$ cat config.mk
export PLATFORM = sky130hd
export DESIGN_NAME = slrx_gen_ctrl
export DESIGN_NICKNAME = d
export VERILOG_FILES = /design/src/slrx_pkg.sv /design/src/slrx_cfg_mem.sv /design/src/slrx_gen_ctrl.sv
export SDC_FILE = /design/constraint.sdc
export NUM_CORES = 1
export LEC_CHECK = 0
export BUFFER_PORTS_ARGS = -buffer_cell sky130_fd_sc_hd__buf_2
export CAP_MARGIN = 20
export CORE_MARGIN = 2
export CORE_UTILIZATION = 49
export DETAILED_ROUTE_END_ITERATION = 8
export HOLD_SLACK_MARGIN = 0.12
export MAX_ROUTING_LAYER = met4
export PLACE_DENSITY = 0.66
export SETUP_SLACK_MARGIN = 0.1
export SKIP_CTS_REPAIR_TIMING = 1
export SYNTH_ARGS = -nofsm -noshare
export SYNTH_HDL_FRONTEND = slang
export SYNTH_SLANG_ARGS = --single-unit
$ cat constraint.sdc
create_clock -name i_clk_sys -period 11.26 [get_ports i_clk_sys]
set_input_delay 2.252 -clock i_clk_sys [delete_from_list [all_inputs] [get_ports i_clk_sys]]
set_output_delay 2.252 -clock i_clk_sys [all_outputs]
set_load 0.005 [all_outputs]
$ cat src/slrx_pkg.sv
package slrx_pkg;

    // ****************************************************************
    // register addresses
    // ****************************************************************
    localparam int          ADDR_W           = 12;
    localparam logic [11:0] ADDR_TERM_CAL_B  = 12'h2ae;
    localparam logic [11:0] ADDR_TERM_SET_A  = 12'h2b1;
    localparam logic [11:0] ADDR_TERM_SET_B  = 12'h2b2;
    localparam logic [11:0] ADDR_RX_GEN_CTRL = 12'h300;
    localparam logic [11:0] ADDR_CFG_FIRST   = 12'h400;
    localparam logic [11:0] ADDR_CFG_LAST    = 12'h40a;
    localparam logic [11:0] ADDR_CKSUM_FIRST = 12'h40e;
    localparam logic [11:0] ADDR_CKSUM_LAST  = 12'h446;
    localparam logic [2:0]  CKSUM_LANE_LSB   = 3'h6;   // stride of 8 bytes
    localparam logic [3:0]  CFG_LAST_IDX     = 4'ha;

    // ****************************************************************
    // reset values
    // ****************************************************************
    localparam logic [7:0]  RST_TERM_CAL_B   = 8'h00;
    localparam logic [7:0]  RST_TERM_SET_A   = 8'hc3;
    localparam logic [7:0]  RST_TERM_SET_B   = 8'h93;
    localparam logic [7:0]  RST_CKSUM        = 8'h00;

    // ****************************************************************
    // field positions of the general receiver control and group B calibrate registers
    // ****************************************************************
    localparam int          BIT_CKSUM_MODE   = 6;
    localparam int          BIT_LINK_MODE    = 3;
    localparam int          BIT_LINK_PAGE    = 2;
    localparam int          BIT_TERM_CAL     = 0;

    // general receiver control fields
    typedef struct packed {
        logic       cksum_mode;
        logic       link_mode;
        logic       link_page;
        logic [1:0] link_en;
    } slrx_ctrl_t;

    // register access request
    typedef struct packed {
        logic [11:0] addr;
        logic        wr;
        logic        rd;
        logic [7:0]  wdata;
    } slrx_req_t;

    // checksum sequencer states
    typedef enum logic [2:0] {
        SEQ_IDLE = 3'b001,
        SEQ_RUN  = 3'b010,
        SEQ_DONE = 3'b100
    } slrx_seq_t;

endpackage

$ cat src/slrx_cfg_mem.sv
`timescale 1ns/1ps
// link configuration byte store, registered read data
module slrx_cfg_mem #(
    parameter int DW = 8,
    parameter int AW = 5
) (
    input  wire logic          i_clk_sys,
    input  wire logic          i_reset,
    input  wire logic          i_we,
    input  wire logic [AW-1:0] i_waddr,
    input  wire logic [DW-1:0] i_wdata,
    input  wire logic [AW-1:0] i_raddr,
    output logic      [DW-1:0] o_rdata
);

    logic [DW-1:0] mem [2**AW];

    // write port
    always_ff @(posedge i_clk_sys) begin
        if (i_we) begin
            mem[i_waddr] <= i_wdata;
        end
    end

    // read port
    always_ff @(posedge i_clk_sys) begin
        if (i_reset) begin
            o_rdata <= '0;
        end else begin
            o_rdata <= mem[i_raddr];
        end
    end

endmodule

$ cat src/slrx_gen_ctrl.sv
`timescale 1ns/1ps
// Operation
// - rising edge of group B calibrate bit calibrates lanes 2-5 to 50 ohms
// - checksum mode 1 sums bytes 0x400 to 0x40A modulo 256
// - checksum copied into all eight lane checksum registers
// - control bit 3 selects single (0) or dual (1) link mode
// - control bit 2 pages window 0x401-0x47E between link 0 and 1
// - enable bits: bit 0 link 0, bit 1 link 1; 00 none, 01 link 0
// - enable code 10 enables link 1 only, code 11 both links
module slrx_gen_ctrl (
    input  wire logic             i_clk_sys,
    input  wire logic             i_reset,
    input  wire slrx_pkg::slrx_req_t i_req,
    output logic       [7:0]      o_reg_rdata,
    output logic                  o_term_cal_group_b,
    output logic       [7:0]      o_term_setting_a,
    output logic       [7:0]      o_term_setting_b,
    output logic       [1:0]      o_link_en,
    output logic                  o_dual_link,
    output logic                  o_cksum_busy
);

    // ****************************************************************
    // address decode
    // ****************************************************************
    function automatic logic is_cfg(input logic [11:0] a);
        return (a >= slrx_pkg::ADDR_CFG_FIRST) &&
               (a <= slrx_pkg::ADDR_CFG_LAST);
    endfunction

    function automatic logic is_cksum(input logic [11:0] a);
        return (a >= slrx_pkg::ADDR_CKSUM_FIRST) &&
               (a <= slrx_pkg::ADDR_CKSUM_LAST) &&
               (a[2:0] == slrx_pkg::CKSUM_LANE_LSB);
    endfunction

    // sum of the link fields packed in one configuration byte
    function automatic logic [7:0] field_sum(input logic [3:0] idx,
                                             input logic [7:0] b);
        case (idx)
            4'h1:    return 8'(b[7:4]) + 8'(b[3:0]);
            4'h2:    return 8'(b[6]) + 8'(b[5]) + 8'(b[4:0]);
            4'h3:    return 8'(b[7]) + 8'(b[4:0]);
            4'h5:    return 8'(b[4:0]);
            4'h7:    return 8'(b[7:6]) + 8'(b[4:0]);
            4'h8:    return 8'(b[7:5]) + 8'(b[4:0]);
            4'h9:    return 8'(b[7:5]) + 8'(b[4:0]);
            4'ha:    return 8'(b[7]) + 8'(b[4:0]);
            default: return b;
        endcase
    endfunction

    slrx_pkg::slrx_ctrl_t ctrl_reg;
    logic                 cal_reg;
    logic [7:0]           set_a_reg;
    logic [7:0]           set_b_reg;
    logic                 cal_pulse_reg;
    logic [7:0]           cksum_reg [2];
    logic                 dirty_reg;
    slrx_pkg::slrx_seq_t  state_reg;
    logic                 link_reg;
    logic [3:0]           issue_reg;
    logic [3:0]           ret_idx_reg;
    logic                 rvalid_reg;
    logic [7:0]           acc_reg;
    logic [7:0]           mem_rdata;
    logic [4:0]           host_maddr;
    logic [4:0]           mem_raddr;
    logic                 host_busy;
    logic                 seq_issue;
    logic [7:0]           add_term;
    logic                 wr_ctrl;
    logic                 wr_cfg;

    assign wr_ctrl = i_req.wr && (i_req.addr == slrx_pkg::ADDR_RX_GEN_CTRL);
    assign wr_cfg  = i_req.wr && is_cfg(i_req.addr);

    // ****************************************************************
    // control registers
    // ****************************************************************
    // writable fields; reserved bits are dropped
    always_ff @(posedge i_clk_sys) begin
        if (i_reset) begin
            ctrl_reg  <= '0;
            set_a_reg <= slrx_pkg::RST_TERM_SET_A;
            set_b_reg <= slrx_pkg::RST_TERM_SET_B;
            cal_reg   <= slrx_pkg::RST_TERM_CAL_B[0];
        end else if (i_req.wr) begin
            if (i_req.addr == slrx_pkg::ADDR_TERM_CAL_B) begin
                cal_reg <= i_req.wdata[slrx_pkg::BIT_TERM_CAL];
            end
            if (i_req.addr == slrx_pkg::ADDR_TERM_SET_A) begin
                set_a_reg <= i_req.wdata;
            end
            if (i_req.addr == slrx_pkg::ADDR_TERM_SET_B) begin
                set_b_reg <= i_req.wdata;
            end
            if (wr_ctrl) begin
                ctrl_reg.cksum_mode <= i_req.wdata[slrx_pkg::BIT_CKSUM_MODE];
                ctrl_reg.link_mode  <= i_req.wdata[slrx_pkg::BIT_LINK_MODE];
                ctrl_reg.link_page  <= i_req.wdata[slrx_pkg::BIT_LINK_PAGE];
                ctrl_reg.link_en    <= i_req.wdata[1:0];
            end
        end
    end

    // one-cycle calibration start on a 0 to 1 change of the bit
    always_ff @(posedge i_clk_sys) begin
        if (i_reset) begin
            cal_pulse_reg <= 1'b0;
        end else begin
            cal_pulse_reg <= i_req.wr && !cal_reg &&
                             (i_req.addr == slrx_pkg::ADDR_TERM_CAL_B) &&
                             i_req.wdata[slrx_pkg::BIT_TERM_CAL];
        end
    end

    assign o_term_cal_group_b = cal_pulse_reg;
    assign o_term_setting_a   = set_a_reg;
    assign o_term_setting_b   = set_b_reg;
    assign o_link_en          = ctrl_reg.link_en;
    assign o_dual_link        = ctrl_reg.link_mode;
    assign o_cksum_busy       = (state_reg != slrx_pkg::SEQ_IDLE) || dirty_reg;

    // ****************************************************************
    // link configuration memory, paged
    // ****************************************************************
    // byte 0x400 is shared, the rest follow the link page
    assign host_maddr = {(i_req.addr != slrx_pkg::ADDR_CFG_FIRST) &&
                         ctrl_reg.link_page, i_req.addr[3:0]};
    assign host_busy  = i_req.rd && is_cfg(i_req.addr);
    assign seq_issue  = (state_reg == slrx_pkg::SEQ_RUN) && !host_busy &&
                        (issue_reg <= slrx_pkg::CFG_LAST_IDX);
    assign mem_raddr  = host_busy ? host_maddr :
                        {link_reg && (issue_reg != 4'h0), issue_reg};

    slrx_cfg_mem #(
        .DW (8),
        .AW (5)
    ) u_cfg_mem (
        .i_clk_sys (i_clk_sys),
        .i_reset   (i_reset),
        .i_we      (wr_cfg),
        .i_waddr   (host_maddr),
        .i_wdata   (i_req.wdata),
        .i_raddr   (mem_raddr),
        .o_rdata   (mem_rdata)
    );

    // ****************************************************************
    // checksum sequencer
    // ****************************************************************
    assign add_term = ctrl_reg.cksum_mode ? mem_rdata :
                      field_sum(ret_idx_reg, mem_rdata);

    // recompute request; a new write wins over the clear at start
    always_ff @(posedge i_clk_sys) begin
        if (i_reset) begin
            dirty_reg <= 1'b0;
        end else if (wr_cfg || (wr_ctrl && (i_req.wdata[
                     slrx_pkg::BIT_CKSUM_MODE] != ctrl_reg.cksum_mode))) begin
            dirty_reg <= 1'b1;
        end else if (state_reg == slrx_pkg::SEQ_IDLE) begin
            dirty_reg <= 1'b0;
        end
    end

    // walk both links, bytes 0 to 10, accumulating modulo 256
    always_ff @(posedge i_clk_sys) begin
        if (i_reset) begin
            state_reg   <= slrx_pkg::SEQ_IDLE;
            link_reg    <= 1'b0;
            issue_reg   <= 4'h0;
            ret_idx_reg <= 4'h0;
            rvalid_reg  <= 1'b0;
            acc_reg     <= 8'h00;
        end else begin
            rvalid_reg  <= seq_issue;
            ret_idx_reg <= issue_reg;
            unique case (state_reg)
                slrx_pkg::SEQ_IDLE: begin
                    if (dirty_reg) begin
                        state_reg <= slrx_pkg::SEQ_RUN;
                        link_reg  <= 1'b0;
                        issue_reg <= 4'h0;
                        acc_reg   <= 8'h00;
                    end
                end
                slrx_pkg::SEQ_RUN: begin
                    if (seq_issue) begin
                        issue_reg <= issue_reg + 4'h1;
                    end
                    if (rvalid_reg) begin
                        acc_reg <= acc_reg + add_term;
                        if (ret_idx_reg == slrx_pkg::CFG_LAST_IDX) begin
                            state_reg <= slrx_pkg::SEQ_DONE;
                        end
                    end
                end
                slrx_pkg::SEQ_DONE: begin
                    issue_reg <= 4'h0;
                    acc_reg   <= 8'h00;
                    link_reg  <= 1'b1;
                    state_reg <= link_reg ? slrx_pkg::SEQ_IDLE
                                          : slrx_pkg::SEQ_RUN;
                end
                default: begin
                    state_reg <= slrx_pkg::SEQ_IDLE;
                end
            endcase
        end
    end

    // store the finished sum for the link just walked
    always_ff @(posedge i_clk_sys) begin
        if (i_reset) begin
            cksum_reg[0] <= slrx_pkg::RST_CKSUM;
            cksum_reg[1] <= slrx_pkg::RST_CKSUM;
        end else if (state_reg == slrx_pkg::SEQ_DONE) begin
            cksum_reg[link_reg] <= acc_reg;
        end
    end

    // ****************************************************************
    // read path, two cycles: select then output
    // ****************************************************************
    logic       rd_mem_reg;
    logic [7:0] rd_hold_reg;

    always_ff @(posedge i_clk_sys) begin
        if (i_reset) begin
            rd_mem_reg  <= 1'b0;
            rd_hold_reg <= 8'h00;
        end else begin
            rd_mem_reg  <= host_busy;
            rd_hold_reg <= 8'h00;
            if (i_req.rd) begin
                if (i_req.addr == slrx_pkg::ADDR_TERM_CAL_B) begin
                    rd_hold_reg <= {7'h00, cal_reg};
                end else if (i_req.addr == slrx_pkg::ADDR_TERM_SET_A) begin
                    rd_hold_reg <= set_a_reg;
                end else if (i_req.addr == slrx_pkg::ADDR_TERM_SET_B) begin
                    rd_hold_reg <= set_b_reg;
                end else if (i_req.addr == slrx_pkg::ADDR_RX_GEN_CTRL) begin
                    rd_hold_reg <= {1'b0, ctrl_reg.cksum_mode, 2'b00,
                                    ctrl_reg.link_mode, ctrl_reg.link_page,
                                    ctrl_reg.link_en};
                end else if (is_cksum(i_req.addr)) begin
                    rd_hold_reg <= cksum_reg[ctrl_reg.link_page];
                end
            end
        end
    end

    always_ff @(posedge i_clk_sys) begin
        if (i_reset) begin
            o_reg_rdata <= 8'h00;
        end else begin
            o_reg_rdata <= rd_mem_reg ? mem_rdata : rd_hold_reg;
        end
    end

    // ****************************************************************
    // assertions
    // ****************************************************************
    AST_CAL_PULSE: assert property (@(posedge i_clk_sys) disable iff (i_reset)
        $rose(cal_reg) |-> o_term_cal_group_b ##1 !o_term_cal_group_b)
        else $error("calibration pulse missing on bit rise");

    AST_CK_FIELDS: assert property (@(posedge i_clk_sys) disable iff (i_reset)
        (state_reg == slrx_pkg::SEQ_RUN && rvalid_reg && !ctrl_reg.cksum_mode
         && ret_idx_reg == 4'h1) |=>
        acc_reg == $past(acc_reg) + 8'($past(mem_rdata[7:4]))
                   + 8'($past(mem_rdata[3:0])))
        else $error("field checksum term wrong");

    AST_CK_BYTES: assert property (@(posedge i_clk_sys) disable iff (i_reset)
        (state_reg == slrx_pkg::SEQ_RUN && rvalid_reg && ctrl_reg.cksum_mode)
        |=> acc_reg == $past(acc_reg) + $past(mem_rdata))
        else $error("byte checksum term wrong");

    AST_CK_STORE: assert property (@(posedge i_clk_sys) disable iff (i_reset)
        (state_reg == slrx_pkg::SEQ_DONE) |=>
        cksum_reg[$past(link_reg)] == $past(acc_reg))
        else $error("lane checksum not stored");

    AST_LINK_MODE: assert property (@(posedge i_clk_sys) disable iff (i_reset)
        wr_ctrl |=> o_dual_link == $past(i_req.wdata[3]))
        else $error("link mode not taken from bit 3");

    AST_PAGE_READ: assert property (@(posedge i_clk_sys) disable iff (i_reset)
        (i_req.rd && is_cksum(i_req.addr)) |-> ##2
        o_reg_rdata == $past(ctrl_reg.link_page ? cksum_reg[1]
                                                : cksum_reg[0], 2))
        else $error("paged checksum read wrong");

    AST_EN_NONE: assert property (@(posedge i_clk_sys) disable iff (i_reset)
        (wr_ctrl && i_req.wdata[1:0] == 2'b00) |=> o_link_en == 2'b00)
        else $error("links not disabled by code 00");

    AST_EN_LINK0: assert property (@(posedge i_clk_sys) disable iff (i_reset)
        (wr_ctrl && i_req.wdata[1:0] == 2'b01) |=> o_link_en == 2'b01)
        else $error("code 01 must enable link 0 only");

    AST_EN_LINK1: assert property (@(posedge i_clk_sys) disable iff (i_reset)
        (wr_ctrl && i_req.wdata[1]) |=>
        o_link_en[1] && o_link_en[0] == $past(i_req.wdata[0]))
        else $error("codes 10 and 11 decode wrong");

endmodule

==> run_results.csv, run 1 <==
group,metric,value,unit
status,status,"finished clean",
power_and_ir_drop,p_leak,0.006623,µW
synthesis,synth_area_per_cell,13.75,µm²
synthesis,synth_edf_count,272,
setup_path,worst_ep_required_time,11620,ps
grt,grt_max_degree,129,
timing,fin_crit,5367,ps
cells_and_area,multi_input_area,4811,µm²
power_and_ir_drop,p_per_area,161.8,nW/µm²
timing,finalCritPeriodShare,47.67,%
timing,tightest_slew,1144,ps
floorplanning,start_util,49.90,%
setup_path,cp-endpoint,"u_cfg_mem.o_rdata[2]",
floorplanning,dieHeight,175.4,µm
grt,grt_usage,22.41,%
timing,hold_ws,454.0,ps
flow_run,cap_violations,0,
clock_network,clock-root-buffer,"clkbuf_16",
cells_and_area,syn_to_final_growth,15.17,%
cells_and_area,final_cell_area,16580,µm²
clock_network,cts_made_buffers,36,
setup_path,end_kind,"flip-flop",
floorplanning,ios,53,
cells_and_area,diodes,0,
power_and_ir_drop,switching_share,20.31,%
floorplanning,dieArea,30780,µm²
timing,setup-tns-final,0,ps
cells_and_area,largest_reg_flops,256,
drt,drt_wl_total,33.49,mm
setup_path,cp_data_arrival_time,5730,ps
power_and_ir_drop,p_int,2138,µW
grt,grt_use_met1,28.10,%
grt,grt-ovfl-total,0,
setup_path,r2r-start,"ret_idx_reg[3]",
synthesis,synthArstFlopShare,0,%
setup_path,crit_start,"i_req[18]",
drt,vias,9023,
cells_and_area,final_cell_mix,"272 x edfxtp_1, 138 x mux2i_1, 88 x conb_1, 74 x o22ai_1, 71 x dfxtp_1",
setup_path,criticalPathCategory,"in -> reg",
timing,fin_skew,16.63,ps
clock_network,cts_tree,"built",
grt,grt_pass1_wl,50.47,mm
placed_design,pre_cts_ws,5406,ps
timing,drv_slew,0,
power_and_ir_drop,power_frac_comb,2.6,%
cells_and_area,mostFrequentLayoutCell,"edfxtp_1",
timing,max_freq,0.1863,GHz
setup_path,worst_r2r_path_depth,16,
clock_network,cts_buffer_depth,3,
placed_design,gp_congestion,0.8610,
power_and_ir_drop,p_seq_share,52.5,%
synthesis,syn-cell-area,14400,µm²
synthesis,yosysSeqAreaShare,66.59,%
placed_design,port_buffers,52,
cells_and_area,fin_nets,1229,
grt,grt_pass1_vias,8681,
power_and_ir_drop,power.net_switching,544.8,µW
cells_and_area,regArea,9589,µm²
timing,slew_headroom,23.43,%
timing,setup_viol,0,
grt,gr-usage-met3,3.117,%
clock_network,h-tree-depth,2,
floorplanning,fp.dieW,175.4,µm
drt,ant_nets,0,
clock_network,clock_sinks,343,
timing,setup_ws,5893,ps
synthesis,syn-instance-count,1047,
cells_and_area,drive_gt1_share,11.89,%
placed_design,dpl_cell_area,15330,µm²
grt,grt.met2_usage,36.81,%
drt,first_pass_iters,7,
drt,avgRoutedWirePerCell,21.00,µm
grt,top_usage_layer,"met2",
drt,drtIter0Drc,799,
setup_path,timing.rr.end,"acc_reg[6]",
timing,finalHoldViolCount,0,
floorplanning,rows,62,
drt,post-route-drc-count,0,
power_and_ir_drop,vdd_drop_max,0.1358,mV
power_and_ir_drop,finalPower,2683,µW
grt,antenna_found_initial,1,
setup_path,ff2ff_setup_slack,6950,ps
power_and_ir_drop,clock_power_share,44.9,%
setup_path,cp-start-kind,"primary input",
synthesis,ys_ff_latch,343,
synthesis,ys.flop_type,"edfxtp_1",
clock_network,cts.clk_slew.worst_paths,60,ps
cells_and_area,nFillCells,2405,
clock_network,clock_latency,520,ps
setup_path,crit_fanout,128,
synthesis,yosys_warnings,0,
drt,avgViaCountPerCell,5.657,
timing,rsz0062_at_grt,"no",
synthesis,ys_types,59,
floorplanning,core-area,28860,µm²
placed_design,hpwl,21.12,mm
min_path,hp-class,"reg -> reg",
==> routing by layer <==
metal  wire length (µm)  up-vias
met1              13970     4471
met3               1879       61
met5                  0        -
met2              16480      270
li1                   -     4221
met4               1158        0
==> power groups by stage <==
stage	Sequential, µW	Clock, µW	Combinational, µW
after floorplan	1430	0	33.9
after global placement	1440	0	66.1
after detailed placement	1440	0	67.8
after CTS	1410	1230	68.1
after global routing	1410	1280	75.8
final	1410	1210	68.8
==> cells by family after synthesis <==
group,count (synthesis),share of synthesized area [%]
compound gates,192,8.724
buf+inv,77,2.389
flops,343,66.59
simple gates,255,9.254
mux,147,10.29
fa+ha+maj,22,2.120
xor+xnor,10,0.6082
other cells,1,0.02604
==> worst min-delay path by stage <==
stage | start | end | cells past startpoint
floorplan | cal_reg | o_term_cal_group_b | 1
global placement | cal_reg | o_term_cal_group_b | 1
finish | cal_reg | o_term_cal_group_b | 1
detailed placement | cal_reg | o_term_cal_group_b | 1
global route | o_term_setting_b[5] | o_term_setting_b[5] | 2
CTS | cal_reg | o_term_cal_group_b | 1
==> layout make-up <==
type                    count  share of cell area (%)
clock inverters            18                   1.396
well taps                 384                   2.897
repair buffers             68                   2.414
inverters                  20                  0.4527
clock buffers              48                   6.013
multi-input cells         714                   29.01
flip-flops and latches    343                   57.82
==> synth_stat cells (20+ instances only) <==
cell type / instances / area (µm²)
a21oi_1: 39 / 195.2
clkbuf_1: 28 / 105.1
dfxtp_1: 71 / 1421
edfxtp_1: 272 / 8168
inv_1: 20 / 75.07
mux2i_1: 139 / 1391
nand2_1: 51 / 191.4
nand3_1: 25 / 125.1
nor2_1: 58 / 217.7
nor4_1: 23 / 143.9
o21ai_0: 22 / 110.1
o22ai_1: 74 / 462.9
==> critical path: stages <==
cell      delay (ps)
buf_2            130
nor4b_4          400
o2111a_1         560
mux2i_4          330
buf_12           660
mux2i_1          310
o22ai_1          110
nor4_1           650
o22ai_1          170
==> metrics by stage <==
| stage | std cells | util [%] |
|---|---|---|
| 5_1_grt | 1595 | 57.47 |
| 4_1_cts | 1593 | 57.39 |
| 2_1_floorplan | 1134 | - |
| 3_5_place_dp | 1527 | 53.13 |
| 6_report | 1595 | 57.47 |
| 3_3_place_gp | 1527 | 53.13 |
(Power assumes the default switching activity.)
==> inputs of run 2 (changes only) <==
clock period = 5.1 ns   (was 11.26 ns; I/O delays follow)
==> run 2 against run 1 <==
Net effect:
- flip-flop and latch count unchanged
- cell area about the same
- clock skew up 11 ps
- utilization about the same
- combinational power up 120%
- clock-buffer cell count up 6
- via count down 0.34%
- critical path type unchanged
==> run_results.csv, run 2 (synthesis results as in run 1) <==
group,metric,value,unit
setup_path,end_kind,"flip-flop",
drt,ant_nets,0,
grt,grt_pass1_wl,50.14,mm
power_and_ir_drop,power.net_switching,1211,µW
clock_network,cts_buffer_depth,3,
grt,antenna_found_initial,0,
floorplanning,start_util,49.90,%
setup_path,crit_start,"i_req[16]",
cells_and_area,diodes,0,
timing,setup_ws,915.3,ps
cells_and_area,fin_nets,1233,
floorplanning,rows,62,
timing,setup-tns-final,0,ps
clock_network,cts_made_buffers,37,
grt,top_usage_layer,"met2",
setup_path,cp_slowest_cell,"nor4_1",
setup_path,worst-path-buf-inv,3,
drt,drtIter0Drc,652,
timing,finalCritPeriodShare,82.05,%
power_and_ir_drop,p_per_area,354.0,nW/µm²
clock_network,cts.clk_slew.worst_paths,60,ps
floorplanning,dieArea,30780,µm²
clock_network,cts_tree,"built",
placed_design,port_buffers,52,
drt,drt_wl_total,32.98,mm
cells_and_area,multi_input_area,4811,µm²
cells_and_area,final_cell_mix,"272 x edfxtp_1, 138 x mux2i_1, 88 x conb_1, 74 x o22ai_1, 71 x dfxtp_1",
grt,grt_usage,22.10,%
clock_network,clock_latency,540,ps
timing,setup_viol,0,
clock_network,clock-root-buffer,"clkbuf_16",
timing,fin_skew,27.82,ps
setup_path,worst_ep_required_time,5470,ps
cells_and_area,regArea,9589,µm²
setup_path,ff2ff_setup_slack,940,ps
setup_path,cp-start-kind,"primary input",
power_and_ir_drop,p_int,4662,µW
drt,vias,8992,
power_and_ir_drop,p_seq_share,52.9,%
timing,rsz0062_at_grt,"no",
floorplanning,dieHeight,175.4,µm
grt,grt_pass1_vias,8688,
power_and_ir_drop,switching_share,20.62,%
cells_and_area,fin_util,57.49,%
power_and_ir_drop,p_leak,0.006639,µW
grt,grt_max_degree,68,
floorplanning,fp.dieW,175.4,µm
placed_design,pre_cts_ws,437.5,ps
setup_path,crit_fanout,67,
floorplanning,core-area,28860,µm²
power_and_ir_drop,clock_power_share,44.5,%
cells_and_area,mostFrequentLayoutCell,"edfxtp_1",
min_path,hp-class,"reg -> reg",
status,status,"finished clean",
drt,avgRoutedWirePerCell,20.61,µm
cells_and_area,largest_reg_flops,256,
drt,first_pass_iters,6,
power_and_ir_drop,vdd_drop_max,0.3765,mV
setup_path,cp_top_family,"simple AND/OR/NAND/NOR gates",
grt,gr-usage-met3,3.074,%
timing,slew_headroom,32.57,%
min_path,worstHoldStart,"rd_hold_reg[1]",
drt,avgViaCountPerCell,5.620,
placed_design,gp_congestion,0.8608,
timing,drv_slew,0,
setup_path,criticalPathCategory,"in -> reg",
floorplanning,ios,53,
grt,grt.met2_usage,36.24,%
setup_path,cp_data_arrival_time,4550,ps
cells_and_area,drive_gt1_share,11.92,%
setup_path,r2r-start,"ret_idx_reg[3]",
grt,grt-ovfl-total,0,
timing,finalHoldViolCount,0,
cells_and_area,nFillCells,2361,
cells_and_area,syn_to_final_growth,15.21,%
clock_network,h-tree-depth,2,
grt,grt_use_met1,28.35,%
placed_design,hpwl,21.40,mm
timing,fin_crit,4185,ps
flow_run,cap_violations,0,
setup_path,crit_chain,"buf_2, nor4_4, o2111a_1, mux2i_4, buf_12, buf_12, mux2i_1, o22ai_1, nor4_1, o22ai_1",
power_and_ir_drop,power_frac_comb,2.6,%
clock_network,clock_sinks,343,
setup_path,max_stage_delay,720,ps
power_and_ir_drop,finalPower,5874,µW
timing,max_freq,0.2390,GHz
drt,post-route-drc-count,0,
timing,tightest_slew,1008,ps
## run 2: cell types whose count changed in the layout (fill, tap and decap cells not counted), sizes merged
cell,delta
buf,+3
clkbuf,+6
clkinv,-2
inv,+2
clkinvlp,-2
bufinv,-2
## run 2: worst min-delay path, cell delays in order, from the launching register on
cell and delay [ps]:
dfxtp_1 300, mux2i_1 60, nor2_1 80
## run 2: power by group through the flow
stage                     clock, µW  combinational [µW]  sequential [µW]
final                          2610                 152             3110
after global routing           2780                 168             3110
after CTS                      2660                 151             3110
after detailed placement          0                 151             3170
after global placement            0                 148             3170
after floorplan                   0                74.8             3160
## run 2: layer usage
| layer | vias up | share of wire, % |
|---|---|---|
| li1 | 4231 | - |
| met1 | 4420 | 41 |
| met2 | 275 | 50 |
| met3 | 66 | 5.5 |
| met4 | 0 | 3.0 |
| met5 | - | 0 |
## run 2: through the flow
stage | instances | cell area (µm²) | hold slack (ps)
3_3_place_gp | 1531 | 15390 | 455.3
4_1_cts | 1599 | 16580 | 473.1
2_1_floorplan | 1134 | 14730 | 421.2
6_report | 1600 | 16590 | 471.7
5_1_grt | 1600 | 16590 | 489.7
3_5_place_dp | 1531 | 15390 | 460.4
## run 2: final timing paths
check	end	cells past startpoint
max reg2reg	acc_reg[6]	16
min reg2reg	o_reg_rdata[1]	2
max	u_cfg_mem.o_rdata[6]	10
min	o_reg_rdata[1]	2
## run 2: cell type report
class	instances	share of cell area (%)
sequential	343	57.80
multi-input combinational	714	29.00
clock buffer	54	6.275
tap	384	2.896
timing repair buffer	71	2.655
clock inverter	14	0.9276
inverter	20	0.4525
